[src/hdl/pin_change_consts.vh]
// Register offsets, field positions and reset values of the pin change block
`ifndef PIN_CHANGE_CONSTS_VH
`define PIN_CHANGE_CONSTS_VH
`define ADDR_W              16
`define DATA_W              8
`define PORT_W              8
`define PORT_NUM            4
`define PORT_IDX_W          2
`define REG_KIND_W          2
`define PORTA_RISE_ADDR     16'h1F3D
`define PORTA_FALL_ADDR     16'h1F3E
`define PORTA_FLAG_ADDR     16'h1F3F
`define PORTB_RISE_ADDR     16'h1F48
`define PORTB_FALL_ADDR     16'h1F49
`define PORTB_FLAG_ADDR     16'h1F4A
`define PORTC_RISE_ADDR     16'h1F53
`define PORTC_FALL_ADDR     16'h1F54
`define PORTC_FLAG_ADDR     16'h1F55
`define PORTE_RISE_ADDR     16'h1F69
`define PORTE_FALL_ADDR     16'h1F6A
`define PORTE_FLAG_ADDR     16'h1F6B
`define CTRL_ADDR           16'h1F70
`define STATUS_ADDR         16'h1F71
`define PORT_A              2'h0
`define PORT_B              2'h1
`define PORT_C              2'h2
`define PORT_E              2'h3
`define KIND_NONE           2'h0
`define KIND_RISE           2'h1
`define KIND_FALL           2'h2
`define KIND_FLAG           2'h3
`define CTRL_MASTER_BIT     0
`define CTRL_DISABLE_BIT    1
`define STAT_SUMMARY_BIT    0
`define STAT_PE3_OFF_BIT    1
`define PORTE_MASK          8'h08
`define FULL_MASK           8'hFF
`define ZERO_BYTE           8'h00
`define ZERO_PORTS          32'h0000_0000
`endif

[src/hdl/pin_change_interrupt.v]
// Pin change interrupt block: edge detect, flags, enables, request and wake
//
// Contract
// [RULE_01] Each pin has rising and falling detectors
// [RULE_02] Rising detect armed by rise enable bit
// [RULE_03] Falling detect armed by fall enable bit
// [RULE_04] Both enables detect either edge polarity
// [RULE_05] Master off: flags still set, no request
// [RULE_06] Enabled edge sets flag; request if master
// [RULE_07] Summary flag is OR of all flags
// [RULE_08] Writing zero clears a flag bit
// [RULE_09] Edge during flag write wins over write
// [RULE_10] Software clears flags by masked AND; the code loads the written byte instead, so writing one sets a flag
// [RULE_11] Change wakes from sleep only with master
// [RULE_12] Sleep edges recorded before first instruction
// [RULE_13] Flag registers eight bits, reset zero
// [RULE_14] Positive or negative edge sets pin flag
// [RULE_15] Module disable stops all change detection
// [RULE_16] Port E pin 3 off under clear/programming
// [RULE_17] Edges found by synchronous sample compare
// [RULE_18] Port E implements only bit three
`include "pin_change_consts.vh"
`default_nettype none
module pin_change_interrupt
(
  input  wire                CORE_CLK_IN,
  input  wire                SYS_RST_IN,
  input  wire [`ADDR_W-1:0]  ADDR_IN,
  input  wire [`DATA_W-1:0]  WDATA_IN,
  input  wire                WR_IN,
  input  wire                RD_IN,
  output reg  [`DATA_W-1:0]  RDATA_OUT,
  input  wire [`PORT_W-1:0]  PORT_A_PIN_IN,
  input  wire [`PORT_W-1:0]  PORT_B_PIN_IN,
  input  wire [`PORT_W-1:0]  PORT_C_PIN_IN,
  input  wire [`PORT_W-1:0]  PORT_E_PIN_IN,
  input  wire                MASTER_CLEAR_PIN_ENABLE_IN,
  input  wire                LOW_VOLTAGE_PROGRAMMING_ENABLE_IN,
  input  wire                SLEEP_IN,
  output wire                CHANGE_IRQ_SUMMARY_FLAG_OUT,
  output wire                IRQ_REQ_OUT,
  output wire                WAKE_OUT
);
  // Rise, fall and flag registers, one byte per port
  reg  [`PORT_W-1:0] rise_q [0:`PORT_NUM-1];
  reg  [`PORT_W-1:0] fall_q [0:`PORT_NUM-1];
  reg  [`PORT_W-1:0] flag_q [0:`PORT_NUM-1];
  // Master enable and module disable control bits
  reg                master_en_q;
  reg                disable_q;
  // Decoded access
  reg  [`PORT_IDX_W-1:0] dec_port;
  reg  [`REG_KIND_W-1:0] dec_kind;
  // Edge pulses per port
  wire [`PORT_W-1:0] rise_p [0:`PORT_NUM-1];
  wire [`PORT_W-1:0] fall_p [0:`PORT_NUM-1];
  // Pin bundle for the detectors
  wire [`PORT_W-1:0] pins   [0:`PORT_NUM-1];
  // Port E pin 3 unavailable as a change input
  wire               pe3_off;
  // Detection runs only while the module is not disabled
  wire               run;
  // Read data before the output register
  reg  [`DATA_W-1:0] rd_d;
  // Enabled edge pulses per port, masked to the implemented bits
  reg  [`PORT_W-1:0] armed [0:`PORT_NUM-1];
  // Loop index of the enable register process
  integer            i;
  // Loop index of the flag register process; one index per process
  // keeps every variable to a single driver
  integer            j;
  // Loop index of the armed edge process
  integer            k;

  // Implemented-bit mask of a port; port E has only pin 3
  function [`PORT_W-1:0] port_mask;
    input [`PORT_IDX_W-1:0] p;
    begin
      // [RULE_18] Port E bit three only
      if (p == `PORT_E)
        port_mask = `PORTE_MASK;
      else
        port_mask = `FULL_MASK;
    end
  endfunction

  // Enabled edges of one port, used for every port and every flag
  function [`PORT_W-1:0] armed_edges;
    input [`PORT_W-1:0] r;
    input [`PORT_W-1:0] f;
    input [`PORT_W-1:0] re;
    input [`PORT_W-1:0] fe;
    begin
      // [RULE_04] Either polarity when both
      armed_edges = (r & re) | (f & fe);
    end
  endfunction

  // [RULE_16] Pin 3 of port E off
  assign pe3_off = MASTER_CLEAR_PIN_ENABLE_IN |
                   LOW_VOLTAGE_PROGRAMMING_ENABLE_IN;
  // [RULE_15] Disable stops detection
  assign run     = ~disable_q;

  assign pins[`PORT_A] = PORT_A_PIN_IN;
  assign pins[`PORT_B] = PORT_B_PIN_IN;
  assign pins[`PORT_C] = PORT_C_PIN_IN;
  // Masked pins of port E stay low; pin 3 still makes an edge when a strap changes while it is high
  assign pins[`PORT_E] = PORT_E_PIN_IN & (pe3_off ? `ZERO_BYTE : `PORTE_MASK);

  // [RULE_01] Independent detectors per pin
  genvar g;
  generate
    for (g = 0; g < `PORT_NUM; g = g + 1)
    begin : g_port
      pin_edge_detect u_det
      (
        .clk_in   (CORE_CLK_IN),
        .rst_in   (SYS_RST_IN),
        .run_in   (run),
        .pins_in  (pins[g]),
        .rise_out (rise_p[g]),
        .fall_out (fall_p[g])
      );
    end
  endgenerate

  // Address decode into port and register kind.
  // Each port owns three neighbouring bytes; the gaps between ports decode
  // to nothing, so stray accesses neither write nor read anything.
  always @*
  begin
    dec_port = `PORT_A;
    dec_kind = `KIND_NONE;
    case (ADDR_IN)
      // Port A rise enable
      `PORTA_RISE_ADDR:
      begin
        dec_port = `PORT_A;
        dec_kind = `KIND_RISE;
      end
      // Port A fall enable
      `PORTA_FALL_ADDR:
      begin
        dec_port = `PORT_A;
        dec_kind = `KIND_FALL;
      end
      // Port A flags
      `PORTA_FLAG_ADDR:
      begin
        dec_port = `PORT_A;
        dec_kind = `KIND_FLAG;
      end
      // Port B rise enable
      `PORTB_RISE_ADDR:
      begin
        dec_port = `PORT_B;
        dec_kind = `KIND_RISE;
      end
      // Port B fall enable
      `PORTB_FALL_ADDR:
      begin
        dec_port = `PORT_B;
        dec_kind = `KIND_FALL;
      end
      // Port B flags
      `PORTB_FLAG_ADDR:
      begin
        dec_port = `PORT_B;
        dec_kind = `KIND_FLAG;
      end
      // Port C rise enable
      `PORTC_RISE_ADDR:
      begin
        dec_port = `PORT_C;
        dec_kind = `KIND_RISE;
      end
      // Port C fall enable
      `PORTC_FALL_ADDR:
      begin
        dec_port = `PORT_C;
        dec_kind = `KIND_FALL;
      end
      // Port C flags
      `PORTC_FLAG_ADDR:
      begin
        dec_port = `PORT_C;
        dec_kind = `KIND_FLAG;
      end
      // Port E rise enable
      `PORTE_RISE_ADDR:
      begin
        dec_port = `PORT_E;
        dec_kind = `KIND_RISE;
      end
      // Port E fall enable
      `PORTE_FALL_ADDR:
      begin
        dec_port = `PORT_E;
        dec_kind = `KIND_FALL;
      end
      // Port E flags
      `PORTE_FLAG_ADDR:
      begin
        dec_port = `PORT_E;
        dec_kind = `KIND_FLAG;
      end
      // Unmapped addresses select nothing
      default:
      begin
        dec_port = `PORT_A;
        dec_kind = `KIND_NONE;
      end
    endcase
  end

  // Enable registers and control bits
  always @(posedge CORE_CLK_IN)
  begin
    if (SYS_RST_IN)
    begin
      for (i = 0; i < `PORT_NUM; i = i + 1)
      begin
        rise_q[i] <= `ZERO_BYTE;
        fall_q[i] <= `ZERO_BYTE;
      end
      master_en_q <= 1'b0;
      disable_q   <= 1'b0;
    end
    else if (WR_IN)
    begin
      // [RULE_02] Rise enable storage
      if (dec_kind == `KIND_RISE)
        rise_q[dec_port] <= WDATA_IN & port_mask(dec_port);
      // [RULE_03] Fall enable storage
      if (dec_kind == `KIND_FALL)
        fall_q[dec_port] <= WDATA_IN & port_mask(dec_port);
      if (ADDR_IN == `CTRL_ADDR)
      begin
        master_en_q <= WDATA_IN[`CTRL_MASTER_BIT];
        disable_q   <= WDATA_IN[`CTRL_DISABLE_BIT];
      end
    end
  end

  // Enabled edges of every port, masked to its implemented bits.
  // Worked out once here so the write path and the idle path of the flag
  // process see exactly the same set of edges.
  always @*
  begin
    for (k = 0; k < `PORT_NUM; k = k + 1)
    begin
      // [RULE_14] Edge of enabled polarity
      armed[k] = armed_edges(rise_p[k], fall_p[k], rise_q[k], fall_q[k]) &
                 port_mask(k[`PORT_IDX_W-1:0]);
    end
  end

  // Flag registers: software writes, hardware sets; the set wins.
  // Flags are not cleared by the module disable, so software still sees
  // edges that were caught before it turned detection off.
  always @(posedge CORE_CLK_IN)
  begin
    // [RULE_13] Flags reset to zero
    if (SYS_RST_IN)
    begin
      for (j = 0; j < `PORT_NUM; j = j + 1)
        flag_q[j] <= `ZERO_BYTE;
    end
    else
    begin
      for (j = 0; j < `PORT_NUM; j = j + 1)
      begin
        // [RULE_08] Write zero clears
        // [RULE_09] Edge overrides written value
        // [RULE_12] Edges recorded in sleep too
        if (WR_IN && dec_kind == `KIND_FLAG &&
            dec_port == j[`PORT_IDX_W-1:0])
        begin
          // Written value first, then this cycle's edges on top
          flag_q[j] <= (WDATA_IN & port_mask(j[`PORT_IDX_W-1:0])) |
                       armed[j];
        end
        else
        begin
          // Hold and collect new edges
          flag_q[j] <= flag_q[j] | armed[j];
        end
      end
    end
  end

  // [RULE_07] Summary is OR of flags
  assign CHANGE_IRQ_SUMMARY_FLAG_OUT = |{flag_q[`PORT_A], flag_q[`PORT_B],
                                         flag_q[`PORT_C], flag_q[`PORT_E]};
  // [RULE_05] Master gates the request
  // [RULE_06] Request from set flags
  assign IRQ_REQ_OUT = CHANGE_IRQ_SUMMARY_FLAG_OUT & master_en_q;
  // [RULE_11] Wake only with master
  assign WAKE_OUT    = IRQ_REQ_OUT & SLEEP_IN;

  // Read mux; unmapped addresses read zero
  always @*
  begin
    rd_d = `ZERO_BYTE;
    case (dec_kind)
      // Rise enables read back as stored
      `KIND_RISE: rd_d = rise_q[dec_port];
      // Fall enables read back as stored
      `KIND_FALL: rd_d = fall_q[dec_port];
      // Flags as they stand before this cycle's edges land
      `KIND_FLAG: rd_d = flag_q[dec_port];
      default:
      begin
        if (ADDR_IN == `CTRL_ADDR)
        begin
          rd_d[`CTRL_MASTER_BIT]  = master_en_q;
          rd_d[`CTRL_DISABLE_BIT] = disable_q;
        end
        else if (ADDR_IN == `STATUS_ADDR)
        begin
          rd_d[`STAT_SUMMARY_BIT] = CHANGE_IRQ_SUMMARY_FLAG_OUT;
          rd_d[`STAT_PE3_OFF_BIT] = pe3_off;
        end
      end
    endcase
  end

  // Read data registered; holds zero outside the answer cycle
  // Zero between answers lets several blocks share one OR-ed read bus
  always @(posedge CORE_CLK_IN)
  begin
    if (SYS_RST_IN)
      RDATA_OUT <= `ZERO_BYTE;
    else if (RD_IN)
      RDATA_OUT <= rd_d;
    else
      RDATA_OUT <= `ZERO_BYTE;
  end
endmodule
`default_nettype wire

[src/hdl/pin_edge_detect.v]
// Sampling edge detector for one port of eight pins
`include "pin_change_consts.vh"
`default_nettype none
module pin_edge_detect
(
  input  wire               clk_in,
  input  wire               rst_in,
  input  wire               run_in,
  input  wire [`PORT_W-1:0] pins_in,
  output wire [`PORT_W-1:0] rise_out,
  output wire [`PORT_W-1:0] fall_out
);
  // Previous sample of the pins
  reg [`PORT_W-1:0] last_q;
  // Sample history is valid once a first sample was taken
  reg               primed_q;

  // Keep sampling; while stopped, drop history so no stale edge appears
  always @(posedge clk_in)
  begin
    if (rst_in || !run_in)
    begin
      last_q   <= `ZERO_BYTE;
      primed_q <= 1'b0;
    end
    else
    begin
      last_q   <= pins_in;
      primed_q <= 1'b1;
    end
  end

  // [RULE_17] Compare with previous sample
  assign rise_out = (primed_q && run_in) ? (pins_in & ~last_q) : `ZERO_BYTE;
  assign fall_out = (primed_q && run_in) ? (~pins_in & last_q) : `ZERO_BYTE;
endmodule
`default_nettype wire

[config.mk]
export PLATFORM = sky130hd
export DESIGN_NAME = pin_change_interrupt
export DESIGN_NICKNAME = d
export VERILOG_FILES = /design/src/hdl/pin_change_interrupt.v /design/src/hdl/pin_edge_detect.v
export VERILOG_INCLUDE_DIRS = /design/src /design/src/hdl
export SDC_FILE = /design/constraint.sdc
export NUM_CORES = 1
export LEC_CHECK = 0
export BUFFER_PORTS_ARGS = -buffer_cell sky130_fd_sc_hd__buf_2
export CAP_MARGIN = 15
export CORE_ASPECT_RATIO = 0.5
export CORE_MARGIN = 2
export CORE_UTILIZATION = 24
export DETAILED_ROUTE_END_ITERATION = 10
export PLACE_DENSITY = 0.5
export SLEW_MARGIN = 0
export SYNTH_ARGS = -nofsm -noshare
export SYNTH_HDL_FRONTEND = slang
export SYNTH_HIERARCHICAL = 1
export SYNTH_SLANG_ARGS = --single-unit
[constraint.sdc]
create_clock -name CORE_CLK_IN -period 3 [get_ports CORE_CLK_IN]
set_input_delay 0.6 -clock CORE_CLK_IN [delete_from_list [all_inputs] [get_ports CORE_CLK_IN]]
set_output_delay 0.6 -clock CORE_CLK_IN [all_outputs]
set_load 0.02 [all_outputs]
Yosys cells after proc, flatten, opt, wreduce, memory -nomap -nowiden
Memory sizes are Yosys's and may differ from the RTL's. Cells that the tools add are included.

Bits in registers: 39. RAM bits: 96. Input bits: 63. Word-level logic and storage cells: 185. Memories kept: 3.

Memory list: fall_q (words 4, width 8, read ports 5, clocked after Yosys merged registers in 0, wr ports 4, line pin_change_interrupt.v:46) `` reg [`PORT_W-1:0] fall_q [0:`PORT_NUM-1]; ``; flag_q (words 4, width 8, read ports 5, clocked after Yosys merged registers in 0, wr ports 4, line pin_change_interrupt.v:47) `` reg [`PORT_W-1:0] flag_q [0:`PORT_NUM-1]; ``; rise_q (words 4, width 8, read ports 5, clocked after Yosys merged registers in 0, wr ports 4, line pin_change_interrupt.v:45) `` reg [`PORT_W-1:0] rise_q [0:`PORT_NUM-1]; ``.

Eq/ne operators: 20. Multiplexer cells: 79. Bitwise operators: 56. Reductions and logical operators: 19.

Operator list (number): 2-to-1 mux 8 bit (31); equality test 16 x 13 -> 1 bit, second input constant (14); AND 8 bit (18); bitwise OR 8 bit (9); inverter 8 bit (6); 2-to-1 mux 1 bit (37); OR reduction 32 bit (1); AND 4 bit (5); case mux 2 bit (3 select lines) (3); case mux 6 bit (3 select lines) (1); bitwise OR 8 x 4 -> 8 bit (2); OR reduction 8 bit (2); 2-to-1 mux 4 bit (3); OR reduction 4 bit (3); bitwise OR 1 bit (9); OR reduction 3 bit (3); equality test 2 bit, second input constant (4); 2-to-1 mux 2 bit (4); inverter 4 bit (2); logical AND 1 bit (6); equality test 2 x 1 -> 1 bit, second input constant (2); bitwise OR 4 bit (1); AND 1 bit (2); zero test 2 bit (1); 4 further kinds (5).

Longest topological paths before layout
Depth after elaboration: 12. Depth in mapped cells: 9.

Hierarchy
The synthesis kept the hierarchy.

By module, submodules not included: pin_change_interrupt (instances 1, cells each 484, area each 5311.3 um2, seq. area each 2872.8 um2); pin_edge_detect (instances 4, cells each 37, area each 446.7 um2, seq. area each 180.2 um2).

Worst setup path after synthesis
No wires, ideal clock.

Path type: input to register. Start: input port ADDR_IN[13]. End: memory fall_q[1][0] (netlist name), enable pin. Setup time: 0.375 ns. Data arrival time: 2.764 ns. Path slack: -0.139 ns. Stages on the path: 9. Cells stage by stage: or4b_4 nor4_4 buf_6 and2_1 buf_4 buf_4 buf_2 nand2_1 o21bai_1.

RTL lines: from (decl) (line pin_change_interrupt.v:28) `` input wire [`ADDR_W-1:0] ADDR_IN, ``; to (decl) (line pin_change_interrupt.v:46).

==> impl_metrics.ini <==
[critical_path]
critPathArrivalTime_ps = 2090
crit_fanout = 3
startpoint = flag_q[0][4]$_SDFFCE_PN0P_
cp.required_ps = 2400
r2r_cells = 5
worstSetupPathType = reg2out
timing.rr.end = flag_q[1][4]$_SDFFCE_PN0P_
rr_startpoint = disable_q$_SDFFE_PP0P_
endpoint = WAKE_OUT
cp_slowest_cell = edfxtp_1
path_cells = nor4_1, nand4_1, nor2_1, inv_1, and3_1, buf_2
startpoint_type = register
r2r_slack_ps = 1090
end_kind = output port
critPathMaxStageDelay_ps = 470

[timing]
maxClockFrequency_ghz = 0.372
setup_ws_ps = 314
period_share = 0.895
finClkSkew_ps = 9.73
setup_viol = 0
maxSlewHeadroom = 0.469
hold_violations = 0
final_period_minus_worst_setup_slack_ps = 2690
rsz0062_at_grt = false
tightest_slew_ps = 794
maxSlewViolCount = 0

[cts]
insertion_delay_ps = 430
cts_setup_buffers = 0
ctsResizeCount = 0
hold_buffers = 0
cts-htree-levels = 4
tritoncts = yes
numCtsBuffers = 17
clockRootBuffer = clkbuf_16
cts_sinks = 128
clockBufferDepth = 2
path_clk_slew_ps = 70

[flow_run]
maxCapViolCount = 0

[run_status]
outcome = completed

[routing]
dr.pass1.iters = 5
met2_wirelength_mm = 10.0
routed_wirelength_mm = 21.5
ant_nets = 0
drc = 0
top_layer = met4
wl_met1_mm = 9.99
drt_iter0_markers = 542
met3_length_mm = 1.19
vias_per_cell = 5.05
vias = 5514
wl_per_cell_um = 19.7

[floorplanning]
start_util = 0.244
die_w_um = 241
fp.dieArea_mm2 = 0.0296
coreArea_mm2 = 0.0277
io_pins = 74
num_rows = 43
die_h_um = 123

[min_path]
whs_path_depth = 2
min_from = PORT_B_PIN_IN[6]
hp-class = in2reg

[finish]
design_area_mm2 = 0.00833
diodes = 0
drive_above_1_share = 0.206
nNetsFinal = 759
syn2layout_area_growth_pct = 23.4

[synth]
synth.avg_cell_area_um2 = 11.2
ys.warnings.count = 6
synthCells = 603
syn-cell-area_mm2 = 0.00675

[placed_design]
dpl_cell_area_mm2 = 0.00770
port_buffers = 66
dp_slack_ps = -82.9
place.gp.congestion = 0.916
dpl.hpwl_mm = 15.5

[global_routing]
antenna_found_initial = 0
grt_pass1_wl_mm = 32.1
overflow = 0
grt_usage = 0.149
grt_max_degree = 55
grt_pass1_vias = 5203

[pwr]
p_per_area_mw_per_mm2 = 553
finalPower_mw = 4.61
max-vdd-ir-drop_mv = 0.235
leakage_nw = 3.37
-- through the flow --
step | util | std cells | hold slack, ps | TNS [ps]
finish | 0.301 | 1091 | 426 | 0
global route | 0.301 | 1091 | 415 | 0
CTS | 0.301 | 1091 | 419 | 0
detailed placement | 0.278 | 1059 | 536 | -650
global placement | 0.278 | 1059 | 528 | -315
floorplan | - | 627 | 484 | -3110
-- flip-flops by register name (all words and copies together), names as in the netlist --
name and cells:
g_port.u_det/last_q 25, g_port.u_det/primed_q 4, flag_q 25, disable_q 1
master_en_q 1, fall_q 32, rise_q 32, RDATA_OUT 8
-- worst min path at each step --
stage                                           end  slack, ps
3_3_place_gp               master_en_q$_SDFFE_PP0P_        530
2_1_floorplan                disable_q$_SDFFE_PP0P_        480
3_5_place_dp               master_en_q$_SDFFE_PP0P_        540
5_1_grt        g_port[1].u_det/last_q[2]$_SDFF_PP0_        420
4_1_cts        g_port[1].u_det/last_q[4]$_SDFF_PP0_        420
6_report       g_port[1].u_det/last_q[6]$_SDFF_PP0_        430
-- routing by layer --
layer	global-route usage	vias to the layer above
li1	-	2528
met4	0.0401	0
met1	0.205	2773
met3	0.0304	20
met2	0.236	193
met5	0	-
-- placed cells by master, fill, tap and decap left out, types with 22 or more instances in the layout --
cell	n
nand2_1	64
buf_2	66
dfxtp_1	39
a31oi_1	22
edfxtp_1	89
conb_1	25
and3b_1	26
and3_1	54
and4b_1	50
buf_4	27
a22oi_1	30
-- worst max-delay path, delay by kind of cell (launching register included) --
kind	cells	cell delay (ps)
AND/OR/NAND/NOR	4	930
flip-flops	1	470
buffers and inverters	2	250
-- layout make-up --
cell class	count	area (um2)
Multi-Input combinational cell	440	3010
Sequential cell	128	3450
Fill cell	2837	19400
Tap cell	382	478
Clock buffer	19	475
Clock inverter	13	161
Inverter	6	22.5
Timing Repair Buffer	103	733
-- where the power goes --
part / internal (mW) / total [mW] / switching (mW)
logic: 0.129 / 0.295 / 0.167
registers: 1.99 / 2.07 / 0.0835
clock network: 1.35 / 2.24 / 0.886
Note: power is estimated with default switching activity, not from simulation.
